--- config.mk ---
export PLATFORM = sky130hd
export DESIGN_NAME = pwp_target_flat
export DESIGN_NICKNAME = d
export VERILOG_FILES = /design/src/shared/pwp_pkg.sv /design/src/shared/pwp_pci_if.sv /design/src/design/pwp_target.sv /design/src/flat_wrapper.sv
export SDC_FILE = /design/constraint.sdc
export NUM_CORES = 1
export LEC_CHECK = 0
export CAP_MARGIN = 0
export CORE_ASPECT_RATIO = 1.25
export CORE_MARGIN = 10
export CORE_UTILIZATION = 45
export CTS_CLUSTER_DIAMETER = 150
export DETAILED_ROUTE_END_ITERATION = 7
export DONT_BUFFER_PORTS = 1
export PLACE_DENSITY_LB_ADDON = 0.05
export SETUP_SLACK_MARGIN = 0.3
export SLEW_MARGIN = 30
export SYNTH_ARGS = -nofsm -noshare
export SYNTH_HDL_FRONTEND = slang
export SYNTH_SLANG_ARGS = --single-unit
--- constraint.sdc ---
create_clock -name clk_sys_in -period 2.15 [get_ports clk_sys_in]
set_input_delay 0.1075 -clock clk_sys_in [delete_from_list [all_inputs] [get_ports clk_sys_in]]
set_output_delay 0.1075 -clock clk_sys_in [all_outputs]
set_load 0.03 [all_outputs]
--- src/shared/pwp_pkg.sv ---
package pwp_pkg;
  localparam int PWP_DW_W       = 32;
  localparam int PWP_QW_W       = 64;
  localparam int PWP_BE_W       = 4;
  localparam int PWP_HIT_W      = 2;
  localparam int PWP_FIFO_DEPTH = 16;
  // cycles from bar match to devsel, and devsel to the first data phase
  localparam int PWP_DEVSEL_DLY = 1;
  localparam logic PWP_NEG      = 1'b1;
  localparam logic PWP_ASSERT   = 1'b0;

  typedef enum logic [5:0] {
    PWP_IDLE    = 6'b000001,
    PWP_WAIT    = 6'b000010,
    PWP_DATA    = 6'b000100,
    PWP_TURN    = 6'b001000,
    PWP_CLEAN   = 6'b010000,
    PWP_DONE    = 6'b100000
  } pwp_tgt_state_t;

  // true when both active-low handshakes were asserted
  function automatic logic pwp_both_low(input logic a_n, input logic b_n);
    return (!a_n) && (!b_n);
  endfunction : pwp_both_low
endpackage : pwp_pkg

--- src/shared/pwp_pci_if.sv ---
`timescale 1ns/10ps
interface pwp_pci_if;
  import pwp_pkg::*;
  logic [PWP_DW_W-1:0] ad_o;
  logic                ad_oe;
  logic [PWP_BE_W-1:0] cben_o;
  logic                cben_oe;
  logic                framen_o;
  logic                framen_oe;
  logic                irdyn_o;
  logic                irdyn_oe;
  logic                trdyn_o;
  logic                trdyn_oe;
  logic                devseln_o;
  logic                devseln_oe;
  // resolved wire levels, worked out by whoever joins the two ends
  logic [PWP_DW_W-1:0] ad;
  logic [PWP_BE_W-1:0] cben;
  logic                framen;
  logic                irdyn;
  logic                trdyn;
  logic                devseln;

  modport tgt (
    input  ad, cben, framen, irdyn,
    output trdyn_o, trdyn_oe, devseln_o, devseln_oe
  );
  modport mst (
    input  trdyn, devseln,
    output ad_o, ad_oe, cben_o, cben_oe, framen_o, framen_oe, irdyn_o, irdyn_oe
  );
endinterface : pwp_pci_if

--- src/design/pwp_target.sv ---
`timescale 1ns/10ps
module pwp_target
  import pwp_pkg::*;
#(
  parameter int HIT_W = PWP_HIT_W
) (
  input  wire logic                clk_sys_in,
  input  wire logic                rst_b_in,
  pwp_pci_if.tgt                   pci,
  input  wire logic                addr_match_in,
  input  wire logic                dword_aligned_in,
  input  wire logic                backend_ready_n_in,
  output logic [HIT_W-1:0]         window_sel_out,
  output logic [PWP_QW_W-1:0]      local_write_data_bus_out,
  output logic [PWP_BE_W*2-1:0]    local_write_be_out,
  output logic                     low_half_xfer_strobe_n_out,
  output logic                     high_half_xfer_strobe_n_out
);
  initial begin
    if (HIT_W < 1) begin
      $error("pwp_target: window select needs at least one bit");
    end
  end

  pwp_tgt_state_t st_r, st_nxt;
  logic       framen_s1_r, framen_s2_r, irdyn_s1_r, irdyn_s2_r;
  logic [PWP_DW_W-1:0] ad_s1_r, ad_s2_r;
  logic [PWP_BE_W-1:0] be_s1_r, be_s2_r;
  logic       rdy_s1_r, rdy_n_r;
  logic       trdyn_r, trdyn_oe_r, devseln_r, devseln_oe_r;
  logic       trd_d1_r, trd_d2_r;
  logic       both_prev_r, hi_next_r, last_seen_r;
  logic       lo_n_r, hi_n_r;
  logic [HIT_W-1:0] sel_r;
  logic [PWP_QW_W-1:0] data_r;
  logic [PWP_BE_W*2-1:0] be_r;

  // pins pass two flops; the target sees the whole handshake two cycles late
  always_ff @(posedge clk_sys_in or negedge rst_b_in) begin
    if (!rst_b_in) begin
      framen_s1_r <= PWP_NEG;
      framen_s2_r <= PWP_NEG;
      irdyn_s1_r  <= PWP_NEG;
      irdyn_s2_r  <= PWP_NEG;
      ad_s1_r     <= '0;
      ad_s2_r     <= '0;
      be_s1_r     <= '0;
      be_s2_r     <= '0;
      rdy_s1_r    <= PWP_NEG;
      rdy_n_r     <= PWP_NEG;
      trd_d1_r    <= PWP_NEG;
      trd_d2_r    <= PWP_NEG;
    end else begin
      framen_s1_r <= pci.framen;
      framen_s2_r <= framen_s1_r;
      irdyn_s1_r  <= pci.irdyn;
      irdyn_s2_r  <= irdyn_s1_r;
      ad_s1_r     <= pci.ad;
      ad_s2_r     <= ad_s1_r;
      be_s1_r     <= pci.cben;
      be_s2_r     <= be_s1_r;
      rdy_s1_r    <= backend_ready_n_in;
      rdy_n_r     <= rdy_s1_r;
      // own trdyn delayed to line up with the synced irdyn and ad,
      // so a phase counts here exactly when it completed on the bus
      trd_d1_r    <= trdyn_r;
      trd_d2_r    <= trd_d1_r;
    end
  end

  wire xfer_now  = pwp_both_low(irdyn_s2_r, trd_d2_r) && (st_r == PWP_DATA);
  wire rdy_now   = !rdy_n_r;
  wire last_now  = xfer_now && framen_s2_r;

  always_comb begin
    st_nxt = st_r;
    case (st_r)
      PWP_IDLE:  if (!framen_s2_r && addr_match_in) st_nxt = PWP_WAIT;
      PWP_WAIT:  if (rdy_now) st_nxt = PWP_DATA;
      PWP_DATA:  if (last_now) st_nxt = PWP_TURN;
      PWP_TURN:  st_nxt = PWP_CLEAN;
      PWP_CLEAN: st_nxt = PWP_DONE;
      PWP_DONE:  st_nxt = PWP_IDLE;
      default:   st_nxt = PWP_IDLE;
    endcase
  end

  always_ff @(posedge clk_sys_in or negedge rst_b_in) begin
    if (!rst_b_in) begin
      st_r <= PWP_IDLE;
    end else begin
      st_r <= st_nxt;
    end
  end

  // data path: place each dword in the half it belongs to
  always_ff @(posedge clk_sys_in or negedge rst_b_in) begin
    if (!rst_b_in) begin
      data_r    <= '0;
      be_r      <= '0;
      hi_next_r <= 1'b0;
    end else if (st_r == PWP_WAIT && rdy_now) begin
      hi_next_r <= dword_aligned_in;
      be_r      <= '0;
    end else if (xfer_now) begin
      if (hi_next_r) begin
        data_r[PWP_QW_W-1:PWP_DW_W] <= ad_s2_r;
        be_r[PWP_BE_W*2-1:PWP_BE_W] <= ~be_s2_r;
      end else begin
        data_r[PWP_DW_W-1:0]        <= ad_s2_r;
        be_r[PWP_BE_W-1:0]          <= ~be_s2_r;
        be_r[PWP_BE_W*2-1:PWP_BE_W] <= '0;
      end
      hi_next_r <= !hi_next_r;
    end
  end

  always_ff @(posedge clk_sys_in or negedge rst_b_in) begin
    if (!rst_b_in) begin
      lo_n_r      <= PWP_NEG;
      hi_n_r      <= PWP_NEG;
      last_seen_r <= 1'b0;
    end else begin
      lo_n_r <= PWP_NEG;
      hi_n_r <= PWP_NEG;
      if (xfer_now) begin
        last_seen_r <= framen_s2_r;
        if (hi_next_r) begin
          // qword ready; in a burst that starts dword aligned, the low half of its first qword is empty
          // trdyn only let this phase through because ready stood the
          // clock before; the live ready is two cycles later and would
          // drop a qword the master already counted as written
          hi_n_r <= trd_d2_r ? PWP_NEG : PWP_ASSERT;
        end else begin
          lo_n_r <= PWP_ASSERT;
        end
      end else if (st_r == PWP_TURN && !lo_n_r && rdy_now) begin
        hi_n_r <= PWP_ASSERT;
      end
    end
  end

  // target handshake pins
  always_ff @(posedge clk_sys_in or negedge rst_b_in) begin
    if (!rst_b_in) begin
      trdyn_r      <= PWP_NEG;
      trdyn_oe_r   <= 1'b0;
      devseln_r    <= PWP_NEG;
      devseln_oe_r <= 1'b0;
      sel_r        <= '0;
    end else begin
      case (st_nxt)
        PWP_WAIT: begin
          sel_r        <= {HIT_W{1'b1}};
          devseln_r    <= PWP_ASSERT;
          devseln_oe_r <= 1'b1;
          trdyn_oe_r   <= 1'b1;
        end
        PWP_DATA: trdyn_r <= rdy_now ? PWP_ASSERT : PWP_NEG;
        PWP_TURN: begin
          trdyn_r   <= PWP_NEG;
          devseln_r <= PWP_NEG;
        end
        PWP_DONE: begin
          sel_r        <= '0;
          trdyn_oe_r   <= 1'b0;
          devseln_oe_r <= 1'b0;
        end
        default: ;
      endcase
    end
  end

  assign pci.trdyn_o                 = trdyn_r;
  assign pci.trdyn_oe                = trdyn_oe_r;
  assign pci.devseln_o               = devseln_r;
  assign pci.devseln_oe              = devseln_oe_r;
  assign window_sel_out              = sel_r;
  assign local_write_data_bus_out    = data_r;
  assign local_write_be_out          = be_r;
  assign low_half_xfer_strobe_n_out  = lo_n_r;
  assign high_half_xfer_strobe_n_out = hi_n_r;
endmodule : pwp_target

--- src/flat_wrapper.sv ---
// flat-port wrapper written by rule: the top's interface ports become plain ports
module pwp_target_flat import pwp_pkg::*;
#(
  parameter int HIT_W = PWP_HIT_W
)
  (clk_sys_in, rst_b_in, addr_match_in, dword_aligned_in, backend_ready_n_in, window_sel_out, local_write_data_bus_out, local_write_be_out, low_half_xfer_strobe_n_out, high_half_xfer_strobe_n_out, pci_ad, pci_cben, pci_framen, pci_irdyn, pci_trdyn_o, pci_trdyn_oe, pci_devseln_o, pci_devseln_oe);
  pwp_pci_if pci_i ();
  input  wire logic clk_sys_in;
  input  wire logic rst_b_in;
  input  wire logic addr_match_in;
  input  wire logic dword_aligned_in;
  input  wire logic backend_ready_n_in;
  output logic [HIT_W-1:0] window_sel_out;
  output logic [PWP_QW_W-1:0] local_write_data_bus_out;
  output logic [PWP_BE_W*2-1:0] local_write_be_out;
  output logic low_half_xfer_strobe_n_out;
  output logic high_half_xfer_strobe_n_out;
  input wire logic [$bits(pci_i.ad)-1:0] pci_ad;
  input wire logic [$bits(pci_i.cben)-1:0] pci_cben;
  input wire logic [$bits(pci_i.framen)-1:0] pci_framen;
  input wire logic [$bits(pci_i.irdyn)-1:0] pci_irdyn;
  output wire logic [$bits(pci_i.trdyn_o)-1:0] pci_trdyn_o;
  output wire logic [$bits(pci_i.trdyn_oe)-1:0] pci_trdyn_oe;
  output wire logic [$bits(pci_i.devseln_o)-1:0] pci_devseln_o;
  output wire logic [$bits(pci_i.devseln_oe)-1:0] pci_devseln_oe;
  assign pci_i.ad = pci_ad;
  assign pci_i.cben = pci_cben;
  assign pci_i.framen = pci_framen;
  assign pci_i.irdyn = pci_irdyn;
  assign pci_trdyn_o = pci_i.trdyn_o;
  assign pci_trdyn_oe = pci_i.trdyn_oe;
  assign pci_devseln_o = pci_i.devseln_o;
  assign pci_devseln_oe = pci_i.devseln_oe;
  pwp_target #(.HIT_W(HIT_W)) u_core (.clk_sys_in(clk_sys_in), .rst_b_in(rst_b_in), .pci(pci_i), .addr_match_in(addr_match_in), .dword_aligned_in(dword_aligned_in), .backend_ready_n_in(backend_ready_n_in), .window_sel_out(window_sel_out), .local_write_data_bus_out(local_write_data_bus_out), .local_write_be_out(local_write_be_out), .low_half_xfer_strobe_n_out(low_half_xfer_strobe_n_out), .high_half_xfer_strobe_n_out(high_half_xfer_strobe_n_out));
endmodule
==> impl_metrics.tcl <==
set metrics [dict create \
    synth_area_mm2 0.00542 \
    start_util_pct 46.2 \
    drc 0 \
    criticalPathCategory "reg -> reg" \
    mostFrequentLayoutCells "147 x dfrtp_1, 47 x mux2_4, 41 x dlygate4sd3_1" \
    drive_gt1_share_pct 40.2 \
    synth_top_area_share_pct 69.8 \
    place.gp.congestion 0.762 \
    root_buffer "clkbuf_16" \
    io_buffers 0 \
    worst_pin_slew_ns 0.390 \
    rows 44 \
    dr.pass1.iters 4 \
    syn-num-nets 350 \
    slew_headroom_pct 73.3 \
    ff2ff_setup_slack_ns 0.20 \
    worst_setup_path_start_kind "flop" \
    cp_max_fo 7 \
    pwr_density_cell_mw_per_mm2 1220 \
    antenna_found_initial 0 \
    cts_tree "built" \
    post-route-cell-area_mm2 0.00713 \
    setup_violations 0 \
    synth.avg_cell_area_um2 17.6 \
    end_kind "flop" \
    totalWireLength_um 11500 \
    clkSinkCount 164 \
    synth_area_leader_cell "dfrtp_1" \
    die_h_um 143 \
    fin_setup_tns_ns 0 \
    cts_buffer_depth 2 \
    hold_buffers 41 \
    die_area_mm2 0.0168 \
    antenna_cells 0 \
    drt-initial-drc-count 132 \
    hold_viol 164 \
    ys_types 45 \
    num_vias 2770 \
    ff2ff_path_depth 5 \
    wl_per_cell_um 20.6 \
    grt_first_pass_wirelength_um 17600 \
    slew_viol_final 0 \
    nets 426 \
    clkTransAtPathRegs_ns 0.06 \
    fin_crit_sh_pct 90.5 \
    failed_checks "negative hold slack" \
    layout.cells.non_filler 557 \
    track_usage_pct 13.5 \
    required_ns 2.44 \
    ys.warnings.count 0 \
    grt_overflow 0 \
    status "complete, but fails checks" \
    synthToLayoutAreaGrowth_pct 31.6 \
    setup_ws_ns 0.203 \
    cp_data_arrival_time_ns 2.24 \
    cts_buffers 17 \
    htree_levels 4 \
    p_leak_nw 3.37 \
    viasPerCell 4.97 \
    ys_seq_area_share_pct 76.1 \
    holdWs_ns -0.604 \
    reg2reg_to "u_core.local_write_data_bus_out[5]" \
    synth_cells 307 \
    peakVddDrop_mv 0.684 \
    antenna_left 0 \
    hold_path.class "in -> async" \
    maxCapViolCount 0 \
    skew_ns 0.00722 \
    grt_pass1_vias 3016 \
    placed_cell_area_mm2 0.00575 \
    place_hpwl_um 6890 \
    multi_input_area_mm2 0.00139 \
    die_w_um 118 \
    post-place-ws_ns 0.137 \
    r2r-start "u_core.irdyn_s2_r" \
    synth.area.top_cells "dfrtp_1 70%, mux2_2 12%, dfstp_2 6.3%" \
    design.portCount 123 \
    placedCellCount 465 \
    max_freq_ghz 0.514 \
    rsz0062_at_grt "yes" \
    core_mm2 0.0117 \
    grt_max_degree 165 \
    nFillCells 884 \
    layout_commonest_cell "dfrtp_1" \
    synth-seq-cells 164 \
    min_period_ns 1.95 \
    seq_area_mm2 0.00413 \
    clk_latency_ns 0.41 \
]
[what timing repair did]
action / CTS / global route
gates resized for setup: 27 / 15
pin swaps: 3 / 0
gates cloned: 2 / 2
setup endpoints to repair: 73 / 74
buffers inserted: 11 / 4
hold endpoints to repair: 205 / 164
[kinds of logic (layout without fill, tap and decap cells)]
group | after synthesis | in the layout | share of synthesized area [%]
XOR/XNOR | 1 | 1 | 0.162
AND/OR/NAND/NOR | 27 | 27 | 3.86
buffers and inverters | 20 | 109 | 2.31
multiplexers | 68 | 68 | 14.3
AO/OA/AOI/OAI | 27 | 27 | 3.33
flip-flops | 164 | 164 | 76.1
[worst max-delay path by stage]
stage	start	to	slack [ns]	cells past startpoint
CTS	u_core.irdyn_s2_r	u_core.local_write_data_bus_out[2]	0.19	5
finish	u_core.irdyn_s2_r	u_core.local_write_data_bus_out[5]	0.20	5
global route	u_core.st_r[3]	u_core.local_write_data_bus_out[53]	0.15	5
global placement	u_core.st_r[3]	u_core.local_write_data_bus_out[17]	0.15	4
floorplan	u_core.st_r[3]	u_core.local_write_data_bus_out[13]	0.20	5
detailed placement	u_core.st_r[2]	u_core.local_write_data_bus_out[18]	0.14	4
[registers in the layout, summed over array words and instances, names as in the netlist, 4 cells and up]
signal	count
u_core.ad_s2_r	32
u_core.st_r	6
u_core.local_write_data_bus_out	64
u_core.be_s2_r	4
u_core.local_write_be_out	8
u_core.ad_s1_r	32
u_core.be_s1_r	4
[synthesized netlist by cell type (all sizes together)]
cell / count
and3: 1
buf: 12
nor3: 1
o32ai: 1
xnor2: 1
o21a: 2
or4: 6
o41a: 1
nor4b: 1
o22ai: 1
mux2i: 4
dfstp: 13
nor2: 2
o21ba: 1
o21ai: 10
a21o: 1
nand2: 1
nand3b: 1
mux2: 64
or2: 1
a21oi: 6
nand2b: 1
nand4b: 1
nor3b: 2
a221o: 1
a2111oi: 1
inv: 5
dfrtp: 151
or4bb: 1
nor4: 3
o21bai: 1
o2111ai: 1
clkbuf: 3
nor2b: 1
or4b: 2
or3b: 2
[critical path, stage by stage (launching register included)]
cell and delay, ns:
dfstp_2 0.39, or4b_4 0.56, nor3_4 0.23, buf_6 0.16, clkbuf_16 0.17, mux2_2 0.33
[layer usage]
metal	vias to the layer above	GRT usage [%]	wire [um]	part of all wire, %
met5	-	0	0	0
met4	0	4.89	90	0.78
met3	10	6.39	1020	8.9
met2	87	21.7	5740	50
met1	1447	15.5	4620	40
li1	1226	-	-	-
[cell type report]
type	count	share of cell area, %
Clock buffer	18	6.02
Clock inverter	14	2.49
Inverter	5	0.263
Multi-Input combinational cell	123	19.5
Sequential cell	164	57.9
Tap cell	161	2.83
Timing Repair Buffer	72	11.0
[per-stage QoR]
step	hold slack (ns)	total power, mW	utilization, %
global placement	-0.180	5.44	49.0
floorplan	-0.188	5.18	-
global route	-0.634	9.06	60.8
CTS	-0.627	8.75	59.6
detailed placement	-0.181	5.47	49.0
finish	-0.604	8.69	60.8
[power by group]
group	leakage [nW]	switching (mW)	internal [mW]
Sequential	2.05	1.15	3.60
Combinational	1.02	0.291	0.597
Clock	0.296	1.21	1.85
No activity file was read; power rests on OpenSTA's default activity.
